==> src/hdl/eab_pkg.sv <==
// Purpose: Shared constants and types for the extend-add and bitfield unit
// Assumes: 32-bit datapath, operation codes supplied by the decoder
// Notes:   Operation encoding is local to this unit
package eab_pkg;

  localparam int unsigned DATA_W    = 32;
  localparam int unsigned HALF_W    = 16;
  localparam int unsigned BYTE_W    = 8;
  localparam int unsigned POS_W     = 5;
  localparam int unsigned WIDTH_W   = 6;
  localparam int unsigned ROT_W     = 2;
  localparam int unsigned ROT_STEP  = 8;
  localparam int unsigned REG_IDX_W = 4;
  localparam logic [REG_IDX_W-1:0] SP_IDX = 4'hd;
  localparam logic [REG_IDX_W-1:0] PC_IDX = 4'hf;
  localparam logic [DATA_W-1:0]    RESULT_RST = 32'h0000_0000;

  typedef enum logic [3:0] {
    signed_byte_extend_add,
    unsigned_byte_extend_add,
    signed_half_extend_add,
    unsigned_half_extend_add,
    dual_signed_byte_extend_add,
    dual_unsigned_byte_extend_add,
    field_clear_op,
    field_insert_op,
    signed_field_extract_op,
    unsigned_field_extract_op
  } eab_op_e;

endpackage : eab_pkg

==> src/hdl/eab_field_mask.sv <==
// Purpose: Builds a contiguous field mask from a low position and a width
// Assumes: Position 0..31, width 1..32-position
// Notes:   Purely combinational
`timescale 1ns/1ps
module eab_field_mask
  import eab_pkg::*;
(
  input  wire logic [POS_W-1:0]   low_pos,
  input  wire logic [WIDTH_W-1:0] field_width,
  output logic      [DATA_W-1:0]  mask,
  output logic      [DATA_W-1:0]  low_mask
);

  // Low mask of field_width ones, then shifted into place
  always_comb
  begin
    for (int i = 0; i < DATA_W; i++)
    begin
      low_mask[i] = (i < int'(field_width));
    end
    mask = low_mask << low_pos;
  end

endmodule : eab_field_mask

==> src/hdl/eab_unit.sv <==
// Purpose: Rotate, extend and add plus bitfield clear, insert and extract
// Assumes: Operands from decoder and register file, result registered
// Notes:
// Notes on behaviour
// - Rotate second source operand right by 0, 8, 16 or 24 bits.
// - Without rotation option, pass second source operand unrotated.
// - Signed byte form sign-extends rotated bits 7..0 to 32 bits.
// - Unsigned byte form zero-extends rotated bits 7..0 to 32 bits.
// - Signed half form sign-extends rotated bits 15..0 to 32 bits.
// - Unsigned half form zero-extends rotated bits 15..0 to 32 bits.
// - Dual signed form sign-extends bytes 7..0 and 23..16 to 16 bits each.
// - Dual unsigned form zero-extends bytes 7..0 and 23..16 to 16 bits.
// - Add to whole first operand, or halfwise for dual forms; write result.
// - None of these operations change the condition flags.
// - Field clear zeroes the span, keeps other destination bits.
// - Field insert puts source low bits into span, keeps other bits.
// - Signed extract right-aligns span and sign-extends from its top bit.
// - Unsigned extract right-aligns span and zero-fills upper bits.
`timescale 1ns/1ps
module eab_unit
  import eab_pkg::*;
(
  input  wire logic                 mclk,
  input  wire logic                 rst_b,
  input  wire logic                 clk_en,
  input  wire logic                 issue,
  input  wire eab_op_e              op,
  input  wire logic                 cond_pass,
  input  wire logic                 rotate_amount_option,
  input  wire logic [ROT_W-1:0]     rot_sel,
  input  wire logic [DATA_W-1:0]    first_source_operand,
  input  wire logic [DATA_W-1:0]    second_source_operand,
  input  wire logic [DATA_W-1:0]    dest_old,
  input  wire logic [POS_W-1:0]     low_pos,
  input  wire logic [WIDTH_W-1:0]   field_width,
  input  wire logic [REG_IDX_W-1:0] dest_idx,
  input  wire logic [REG_IDX_W-1:0] src1_idx,
  input  wire logic [REG_IDX_W-1:0] src2_idx,
  input  wire logic [3:0]           flags_in,
  output logic                      result_we,
  output logic      [REG_IDX_W-1:0] result_idx,
  output logic      [DATA_W-1:0]    result,
  output logic      [3:0]           flags_out
);

  ////////////////////////////////////////////////////////////////////////////
  // State
  typedef struct packed {
    logic                 we;
    logic [REG_IDX_W-1:0] idx;
    logic [DATA_W-1:0]    data;
    logic [3:0]           flags;
  } eab_state_s;

  eab_state_s state;
  eab_state_s next_state;

  logic [DATA_W-1:0] rotated;
  logic [DATA_W-1:0] ext;
  logic [DATA_W-1:0] sum;
  logic [DATA_W-1:0] field_val;
  logic [DATA_W-1:0] mask;
  logic [DATA_W-1:0] low_mask;
  logic [DATA_W-1:0] shifted;
  logic [POS_W-1:0]  top_pos;

  function automatic logic is_dual(input eab_op_e o);
    is_dual = (o == dual_signed_byte_extend_add) ||
              (o == dual_unsigned_byte_extend_add);
  endfunction : is_dual

  eab_field_mask u_mask (
    .low_pos     (low_pos),
    .field_width (field_width),
    .mask        (mask),
    .low_mask    (low_mask)
  );

  ////////////////////////////////////////////////////////////////////////////
  // Datapath
  always_comb
  begin
    if (rotate_amount_option)
    begin
      rotated = (second_source_operand >> (rot_sel * ROT_STEP)) |
                (second_source_operand << (DATA_W - rot_sel * ROT_STEP));
      if (rot_sel == '0)
      begin
        rotated = second_source_operand;
      end
    end
    else
    begin
      rotated = second_source_operand;
    end
    unique case (op)
      signed_byte_extend_add:   ext = {{24{rotated[7]}}, rotated[7:0]};
      unsigned_byte_extend_add: ext = {24'h00_0000, rotated[7:0]};
      signed_half_extend_add:   ext = {{16{rotated[15]}}, rotated[15:0]};
      unsigned_half_extend_add: ext = {16'h0000, rotated[15:0]};
      dual_signed_byte_extend_add:
        ext = {{8{rotated[23]}}, rotated[23:16], {8{rotated[7]}}, rotated[7:0]};
      dual_unsigned_byte_extend_add:
        ext = {8'h00, rotated[23:16], 8'h00, rotated[7:0]};
      default: ext = RESULT_RST;
    endcase
    if (is_dual(op))
    begin
      sum = {first_source_operand[31:16] + ext[31:16],
             first_source_operand[15:0] + ext[15:0]};
    end
    else
    begin
      sum = first_source_operand + ext;
    end
    shifted = (first_source_operand >> low_pos) & low_mask;
    top_pos = 5'(field_width - 6'h01);
    unique case (op)
      field_clear_op:  field_val = dest_old & ~mask;
      field_insert_op:
        field_val = (dest_old & ~mask) | ((first_source_operand << low_pos) & mask);
      signed_field_extract_op:
        field_val = shifted[top_pos] ? (shifted | ~low_mask) : shifted;
      unsigned_field_extract_op: field_val = shifted;
      default: field_val = sum;
    endcase
  end

  ////////////////////////////////////////////////////////////////////////////
  // Next state
  always_comb
  begin
    next_state = state;
    next_state.we = issue && cond_pass;
    if (issue && cond_pass)
    begin
      next_state.idx  = dest_idx;
      next_state.data = field_val;
    end
    next_state.flags = flags_in;
  end

  always_ff @(posedge mclk)
  begin
    if (!rst_b)
    begin
      state <= '0;
    end
    else if (clk_en)
    begin
      state <= next_state;
    end
  end

  assign result_we  = state.we;
  assign result_idx = state.idx;
  assign result     = state.data;
  assign flags_out  = state.flags;
endmodule : eab_unit

==> config.mk <==
export PLATFORM = sky130hd
export DESIGN_NAME = eab_unit
export DESIGN_NICKNAME = d
export VERILOG_FILES = /design/src/hdl/eab_pkg.sv /design/src/hdl/eab_field_mask.sv /design/src/hdl/eab_unit.sv
export SDC_FILE = /design/constraint.sdc
export NUM_CORES = 1
export LEC_CHECK = 0
export ABC_AREA = 1
export BUFFER_PORTS_ARGS = -buffer_cell sky130_fd_sc_hd__buf_2
export CAP_MARGIN = 20
export CORE_ASPECT_RATIO = 1.1
export CORE_MARGIN = 2
export CORE_UTILIZATION = 45
export CTS_CLUSTER_DIAMETER = 200
export DETAILED_ROUTE_END_ITERATION = 10
export PLACE_DENSITY_LB_ADDON = 0.12
export SLEW_MARGIN = 20
export SYNTH_ARGS = -nofsm -noshare
export SYNTH_HDL_FRONTEND = slang
export SYNTH_SLANG_ARGS = --single-unit
==> constraint.sdc <==
create_clock -name mclk -period 3.8 [get_ports mclk]
set_clock_uncertainty 0.1 [all_clocks]
set_input_delay 0 -clock mclk [delete_from_list [all_inputs] [get_ports mclk]]
set_output_delay 0 -clock mclk [all_outputs]
set_load 0.05 [all_outputs]
==> flow_metrics.py, run 1 <==
metrics = {
    "timing": {
        "hold_viol": 0,
        "min_period_ns": 3.49,
        "period_share_pct": 91.7,
        "rsz0062_at_grt": "false",
        "finalSetupViolations": 0,
        "finalSetupTns_ns": 0,
        "worst_pin_slew_ns": 0.895,
        "maxSlewViolCount": 0,
        "slew_headroom_pct": 40.3,
        "max_freq_ghz": 0.287,
    },
    "critical_path": {
        "worst_path_max_delay_cell": "a221oi_1",
        "cp_common_cell": "nand2_1",
        "cp-start-kind": "input pin",
        "r2r_slack_ns": 2.53,
        "cp.required_ns": 3.90,
        "r2r_end": "flags_out[3]",
        "cp_max_fo": 4,
        "endpoint_kind": "flop",
        "r2r_start": "flags_out[3]",
        "slowest_delay_ns": 0.37,
        "critPathKind": "in -> reg",
        "arrival_ns": 3.59,
        "rr_worst_depth": 3,
    },
    "yosys": {
        "synthFlopType": "dfxtp_1",
        "synth_edf_count": 0,
        "synth_area_leaders": "nand2_1 22%, nand3_1 15%, o21ai_0 8.6%",
        "synthCells": 2204,
        "avgSynthCellArea_sq_um": 5.11,
        "synth_cell_types": 56,
        "synth_seq_cells": 41,
        "yosysMostFrequentCell": "nand2_1",
        "synth-seq-area-share_pct": 7.28,
        "synth_common_cells": "669 x nand2_1, 342 x nand3_1, 194 x o21ai_0",
        "synth_async_sr_flop_share_pct": 0,
        "syn_area_sq_mm": 0.0113,
        "yosysTopAreaCellShare_pct": 22.3,
        "yosysTopAreaCell": "nand2_1",
        "ys.warnings.count": 0,
        "synth.net_count": 2377,
    },
    "power_and_ir_drop": {
        "ir_drop_v": 0.000293,
        "leakage_nw": 6.45,
        "power.density_mw_per_mm2": 208,
        "power_w": 0.00267,
    },
    "global_route": {
        "antenna_found_initial": 0,
        "grt_max_degree": 89,
        "grt_pass1_vias": 14782,
        "grt_pass1_wl_microns": 84400,
        "gr-total-overflow": 0,
        "grt_usage_pct": 40.9,
    },
    "placement": {
        "place_congestion": 1.04,
        "dp_hpwl_microns": 44400,
        "dpl-instance-area_sq_mm": 0.0126,
        "port_buffers": 167,
    },
    "clocking": {
        "tritoncts": "yes",
        "post_cts_buffers": 0,
        "clk_latency_ns": 0.27,
        "htreeDepth": 2,
        "root_buffer": "clkbuf_16",
        "clk_pin_slew_worst_paths_ns": 0.06,
        "clk_path_buf_depth": 2,
        "cts.sink_count": 41,
        "cts_made_buffers": 5,
    },
    "routing": {
        "wl_per_cell_microns": 21.0,
        "drtPass1Iterations": 7,
        "drcViolationCount": 0,
        "via_per_inst": 6.17,
        "drt-total-wl_microns": 55700,
        "drtAntennaViolNets": 0,
        "num_vias": 16328,
        "drtIter0Drc": 2387,
    },
    "finish": {
        "n_antenna_cell": 0,
        "post-route-util_pct": 52.4,
        "seq_area_sq_um": 821,
        "multi_input_area_sq_mm": 0.00906,
        "drive_above_1_share_pct": 12.7,
        "syn_to_final_growth_pct": 14.0,
        "final_area_sq_mm": 0.0129,
        "nets": 2507,
        "fillers": 2800,
    },
    "floorplanning": {
        "coreArea_sq_mm": 0.0245,
        "dieArea_sq_mm": 0.0263,
        "row_count": 60,
        "start_util_pct": 45.9,
        "dieHeight_microns": 170,
        "io_pins": 176,
        "die_w_microns": 155,
    },
    "worst_hold_path": {
        "worstHoldPathType": "in -> reg",
        "worstHoldEndpoint": "result_we",
        "min-delay-start": "clk_en",
        "hold_depth": 4,
    },
    "status": {
        "status": "complete, no violations",
    },
    "flow_run": {
        "max-cap-violations": 0,
    },
}
## cell type report
class	count	share of cell area [%]
Clock buffer	6	1.08
Clock inverter	2	0.107
Inverter	205	6.01
Multi-Input combinational cell	1817	70.5
Sequential cell	41	6.39
Tap cell	310	3.02
Timing Repair Buffer	264	12.9
## cells in the final DEF (no fill, tap or decap), types with 22 or more instances in the layout
cell      synthesis  routed
a21oi_1         147     146
buf_2            34     167
buf_4             8      80
dfxtp_1          41      41
ha_1             36      36
inv_1           193     189
nand2_1         669     669
nand3_1         342     342
nand4_1          40      40
nor2_1          135     133
nor3_1           22      22
o211ai_1         37      37
o21ai_0         194     192
o21ai_1          20      22
## sequential cells by signal, summed over array words and instances, names as in the netlist
register	flops
result	32
flags_out	4
result_idx	4
result_we	1
## through the flow
step	setup slack, ns	instances	hold slack (ns)
after floorplan	0.0485	2204	0.0349
after global placement	0.0701	2625	0.127
after detailed placement	0.0135	2625	0.132
after CTS	0.287	2645	0.0213
after global routing	0.00139	2645	0.0888
final	0.314	2645	0.0175
## power by group
part	internal, W	total (W)	leakage, nW	switching, W
clock network	0.000261	0.000426	0.0768	0.000165
registers	0.000451	0.000463	0.335	0.0000117
logic	0.000556	0.00178	6.04	0.00123
total	0.00127	0.00267	6.45	0.00140
## worst max-delay path: cells and delay by family
kind            cells  cell delay [ns]
compound gates      7             1.40
fa+ha+maj           3             0.81
buf+inv             5             0.53
simple gates       12             0.86
## metal layers
metal,global-route usage (%),wire length (microns)
met5,0,0
met4,15.6,2670
met3,3.95,5010
met2,69.2,25400
met1,53.8,22600
## worst max-delay path by stage
stage | startpoint | end | depth (start not counted)
2_1_floorplan | rot_sel[0] | result[28] | 29
3_3_place_gp | rot_sel[0] | result[28] | 27
3_5_place_dp | rot_sel[0] | result[28] | 27
4_1_cts | rot_sel[0] | result[28] | 27
5_1_grt | rot_sel[1] | result[27] | 27
6_report | rot_sel[0] | result[28] | 27
## what timing repair did
| action | CTS | global route |
|---|---|---|
| hold endpoints to repair | 8 | 0 |
| resized for setup | 0 | 7 |
| endpoints found under the setup margin | 0 | 6 |
| hold buffers | 12 | 0 |
## kinds of logic after synthesis
family	synth area share, %
DFF	7.28
and+or+nand+nor	47.4
muxes	1.43
AOI/OAI and AO/OA	25.7
buffers and inverters	12.4
xor gates and xnor gates	1.48
adders and majority gates	4.35
No activity file was read; power rests on OpenSTA's default activity.
==> inputs of run 2 (changes only) <==
--- a/config.mk
+++ b/config.mk
@@ -13,7 +13,7 @@
 export CORE_UTILIZATION = 45
 export CTS_CLUSTER_DIAMETER = 200
 export DETAILED_ROUTE_END_ITERATION = 10
-export PLACE_DENSITY_LB_ADDON = 0.12
+export PLACE_DENSITY_LB_ADDON = 0.08
 export SLEW_MARGIN = 20
 export SYNTH_ARGS = -nofsm -noshare
 export SYNTH_HDL_FRONTEND = slang
==> run 2 against run 1 <==
Clock-buffer cell count is 1 higher. Die area stayed put. Non-clock buffer count is 4 higher.
==> flow_metrics.py, run 2 (synthesis results as in run 1) <==
metrics = {
    "status": {
        "status": "complete, no violations",
    },
    "floorplanning": {
        "die_w_microns": 155,
        "dieHeight_microns": 170,
        "row_count": 60,
        "coreArea_sq_mm": 0.0245,
        "start_util_pct": 45.9,
        "dieArea_sq_mm": 0.0263,
        "io_pins": 176,
    },
    "routing": {
        "drtAntennaViolNets": 0,
        "drtIter0Drc": 2489,
        "drtPass1Iterations": 6,
        "wl_per_cell_microns": 21.2,
        "drcViolationCount": 0,
        "drt-total-wl_microns": 56000,
        "via_per_inst": 6.15,
        "num_vias": 16283,
    },
    "flow_run": {
        "max-cap-violations": 0,
    },
    "clocking": {
        "clk_pin_slew_worst_paths_ns": 0.06,
        "root_buffer": "clkbuf_16",
        "post_cts_buffers": 0,
        "htreeDepth": 2,
        "clk_path_buf_depth": 2,
        "cts_made_buffers": 5,
        "clk_latency_ns": 0.28,
        "cts.sink_count": 41,
        "tritoncts": "yes",
    },
    "critical_path": {
        "cp.required_ns": 3.91,
        "critPathKind": "in -> reg",
        "cp-start-kind": "input pin",
        "endpoint_kind": "flop",
        "cp_max_fo": 7,
        "arrival_ns": 3.55,
    },
    "finish": {
        "instances_no_fill": 2649,
        "n_antenna_cell": 0,
        "fillers": 2728,
        "final_common_cell": "nand2_1",
        "drive_above_1_share_pct": 13.0,
        "nets": 2511,
        "final_cell_mix": "669 x nand2_1, 342 x nand3_1, 192 x o21ai_0, 188 x inv_1, 167 x buf_2",
        "syn_to_final_growth_pct": 14.7,
        "largest_reg_flops": 32,
    },
    "power_and_ir_drop": {
        "leakage_nw": 6.48,
        "ir_drop_v": 0.000341,
        "power.density_mw_per_mm2": 213,
    },
    "timing": {
        "hold_viol": 0,
        "finalSetupTns_ns": 0,
        "whs_ns": 0.0383,
        "finalSetupViolations": 0,
        "slew_headroom_pct": 39.9,
        "worst_pin_slew_ns": 0.901,
        "rsz0062_at_grt": "false",
        "max_freq_ghz": 0.291,
        "period_share_pct": 90.5,
        "min_period_ns": 3.44,
        "maxSlewViolCount": 0,
    },
    "placement": {
        "placedCellCount": 2629,
        "dp_hpwl_microns": 44500,
        "place_congestion": 1.09,
        "port_buffers": 167,
    },
    "global_route": {
        "grt_pass1_vias": 14739,
        "gr-total-overflow": 0,
        "grt_max_degree": 94,
        "grt_pass1_wl_microns": 84700,
        "antenna_found_initial": 0,
        "grt_usage_pct": 41.4,
    },
    "worst_hold_path": {
        "worstHoldPathType": "in -> reg",
    },
}
## run 2: area by class of cell
| cell class | instances | area (sq um) | area share (%) |
|---|---|---|---|
| multi-input combinational | 1817 | 9080 | 70.3 |
| timing repair buffer | 268 | 1690 | 13.1 |
| sequential | 41 | 821 | 6.35 |
| inverter | 205 | 772 | 5.97 |
| tap | 310 | 388 | 3.00 |
| clock buffer | 7 | 143 | 1.10 |
| clock inverter | 1 | 30.0 | 0.232 |
## run 2: what timing repair did
| item | CTS | global route |
|---|---|---|
| gates resized for setup | 0 | 11 |
| endpoints found under the setup margin | 0 | 7 |
| hold buffers | 12 | 0 |
| endpoints found under the hold margin | 8 | 0 |
## run 2: metal layers
metal  track usage, %  up-vias  share of wire [%]
met3             5.81      172                 10
met4             18.6        0                5.6
met1             53.2     7383                 39
met5                0        -                  0
met2             68.9      988                 45
li1                 -     7740                  -
## run 2: through the flow
stage,util [%],power (W),setup WS (ns),area (sq um)
finish,52.7,0.00275,0.360,12900
global route,52.7,0.00293,0.0367,12900
CTS,52.5,0.00270,0.352,12900
detailed placement,51.3,0.00219,0.0731,12600
global placement,51.3,0.00218,0.116,12600
floorplan,-,0.00159,0.0485,11300
## run 2: power breakdown
group          internal [W]  switching [W]  total, W
registers          0.000452      0.0000119  0.000463
logic              0.000562        0.00123   0.00180
clock network      0.000328       0.000166  0.000494
## run 2: worst max-delay path, stage by stage
cell	delay, ns
buf_2	0.11
clkinv_2	0.07
ha_1	0.33
inv_1	0.11
o21ai_0	0.18
o2111ai_1	0.14
o21ai_1	0.15
nor3_2	0.07
nand2_1	0.08
nand2_1	0.05
inv_1	0.07
nand2_1	0.07
nand2_1	0.09
inv_1	0.14
ha_1	0.38
nand2_1	0.10
nor2_1	0.34
nand2_1	0.14
nor3_1	0.15
nand2_1	0.09
nand3_1	0.09
xor2_1	0.16
nand2_1	0.06
nand3_1	0.08
nand2_1	0.07
inv_1	0.06
nand2_1	0.05
a21oi_1	0.12
## run 2: worst paths after layout
| check | from | end | slack (ns) | cells after the start |
|---|---|---|---|---|
| max | rot_sel[0] | result[26] | 0.36 | 28 |
| max reg2reg | flags_out[2] | flags_out[2] | 2.53 | 3 |
| min | clk_en | result_we | 0.04 | 4 |
| min reg2reg | result_idx[0] | result_idx[0] | 0.36 | 2 |
==> inputs of run 3 (changes only) <==
--- a/config.mk
+++ b/config.mk
@@ -10,7 +10,7 @@
 export CAP_MARGIN = 20
 export CORE_ASPECT_RATIO = 1.1
 export CORE_MARGIN = 2
-export CORE_UTILIZATION = 45
+export CORE_UTILIZATION = 23
 export CTS_CLUSTER_DIAMETER = 200
 export DETAILED_ROUTE_END_ITERATION = 10
 export PLACE_DENSITY_LB_ADDON = 0.08
==> run 3 against run 2 <==
Clock power grew 1%. Setup slack lost 0.082 ns. Die area grew 93%. Design area grew 8.7%. Non-clock buffer count grew 84. Sequential share of layout area shrank 0.51 points. Clock-buffer cell count shrank 2. Flip-flop and latch count is the same.
==> flow_metrics.py, run 3 (synthesis results as in run 1) <==
metrics = {
    "worst_hold_path": {
        "hold_depth": 4,
        "worstHoldPathType": "in -> reg",
        "min-delay-start": "clk_en",
        "worstHoldEndpoint": "result_we",
    },
    "critical_path": {
        "cp_max_fo": 13,
        "arrival_ns": 3.61,
        "endpoint_kind": "flop",
        "cp.required_ns": 3.89,
        "cp-start-kind": "input pin",
        "r2r_slack_ns": 2.52,
        "r2r_end": "flags_out[3]",
        "r2r_start": "flags_out[3]",
        "rr_worst_depth": 3,
        "critPathKind": "in -> reg",
    },
    "global_route": {
        "grt_pass1_vias": 15298,
        "gr-total-overflow": 0,
        "grt_max_degree": 93,
        "grt_usage_pct": 25.3,
        "grt_pass1_wl_microns": 97600,
        "antenna_found_initial": 1,
    },
    "floorplanning": {
        "coreArea_sq_mm": 0.0487,
        "io_pins": 176,
        "row_count": 85,
        "start_util_pct": 23.1,
        "die_w_microns": 215,
        "dieHeight_microns": 236,
        "dieArea_sq_mm": 0.0508,
    },
    "clocking": {
        "post_cts_buffers": 0,
        "clk_path_buf_depth": 2,
        "htreeDepth": 2,
        "clk_latency_ns": 0.28,
        "tritoncts": "yes",
        "cts_made_buffers": 5,
        "clk_pin_slew_worst_paths_ns": 0.06,
        "cts.sink_count": 41,
        "root_buffer": "clkbuf_16",
    },
    "timing": {
        "hold_viol": 0,
        "worst_pin_slew_ns": 0.954,
        "finalSetupViolations": 0,
        "timing.final.ws_setup_ns": 0.277,
        "whs_ns": 0.0204,
        "rsz0062_at_grt": "true",
        "max_freq_ghz": 0.284,
        "finalSetupTns_ns": 0,
        "period_share_pct": 92.7,
        "min_period_ns": 3.52,
        "slew_headroom_pct": 36.3,
        "maxSlewViolCount": 0,
    },
    "routing": {
        "drtAntennaViolNets": 0,
        "drt-total-wl_microns": 66700,
        "drcViolationCount": 0,
        "via_per_inst": 5.23,
        "wl_per_cell_microns": 21.7,
        "drtIter0Drc": 1473,
        "drtPass1Iterations": 6,
        "num_vias": 16097,
    },
    "power_and_ir_drop": {
        "power_w": 0.00292,
        "leakage_nw": 6.90,
        "power.density_mw_per_mm2": 208,
        "ir_drop_v": 0.000320,
    },
    "flow_run": {
        "max-cap-violations": 0,
    },
    "finish": {
        "largest_reg_flops": 32,
        "nets": 2595,
        "drive_above_1_share_pct": 16.5,
        "final_common_cell": "nand2_1",
        "final_cell_mix": "669 x nand2_1, 342 x nand3_1, 189 x inv_1, 188 x o21ai_0",
        "syn_to_final_growth_pct": 24.7,
    },
    "placement": {
        "port_buffers": 167,
        "place_ws_ns": -0.124,
        "dp_hpwl_microns": 54800,
        "place_congestion": 0.957,
    },
    "status": {
        "status": "complete, no violations",
    },
}
-- run 3: critical path, stage by stage --
cell	delay, ns
buf_2	0.10
clkinv_2	0.07
ha_1	0.35
inv_1	0.09
buf_4	0.20
buf_4	0.14
a32oi_1	0.09
a221oi_1	0.28
buf_4	0.17
ha_1	0.27
a21oi_1	0.16
nand2_1	0.11
a21oi_2	0.15
inv_1	0.08
nand2_1	0.06
nand2_1	0.07
inv_1	0.11
o21ai_4	0.08
nand2_1	0.06
nand2_1	0.08
nor3_1	0.16
nor2_1	0.10
nor2_1	0.18
nand4_1	0.28
nand2_1	0.13
inv_1	0.04
-- run 3: area by class of cell --
cell class | instances | area, sq um
fill | 5831 | 34700
multi-input combinational | 1817 | 9140
timing repair buffer | 352 | 2330
sequential | 41 | 821
tap | 652 | 816
inverter | 205 | 772
clock buffer | 5 | 125
clock inverter | 3 | 43.8
antenna | 1 | 2.50
-- run 3: metrics by stage --
| step | cells | cell area, sq um | utilization [%] |
|---|---|---|---|
| 4_1_cts | 3075 | 14000 | 28.7 |
| 3_5_place_dp | 3055 | 13700 | 28.1 |
| 3_3_place_gp | 3055 | 13700 | 28.1 |
| 5_1_grt | 3076 | 14100 | 28.8 |
| 6_report | 3076 | 14100 | 28.8 |
| 2_1_floorplan | 2204 | 11300 | - |
-- run 3: worst max path at each step --
stage	startpoint	end	slack, ns	depth (start not counted)
global route	rot_sel[0]	result[29]	-0.03	32
detailed placement	rot_sel[0]	result[29]	-0.12	29
finish	rot_sel[0]	result[17]	0.28	26
CTS	rot_sel[0]	result[29]	0.18	29
global placement	rot_sel[0]	result[17]	-0.12	28
floorplan	rot_sel[0]	result[28]	0.05	29
-- run 3: timing repair --
action | CTS | global route
hold buffers | 12 | 0
hold endpoints to repair | 8 | 0
resized for setup | 0 | 27
endpoints found under the setup margin | 0 | 16
-- run 3: power breakdown --
group	switching [W]	internal [W]	total, W
clock	0.000189	0.000311	0.000500
combinational	0.00131	0.000646	0.00196
sequential	0.0000128	0.000451	0.000464
total	0.00152	0.00141	0.00292
-- run 3: metal layers --
metal  share of wire (%)  GRT usage [%]  routed length (microns)
met1                  45           34.5                    30300
met2                  47           43.6                    31600
met3                 5.0           1.57                     3350
met4                 2.1           5.20                     1430
met5                   0              0                        0
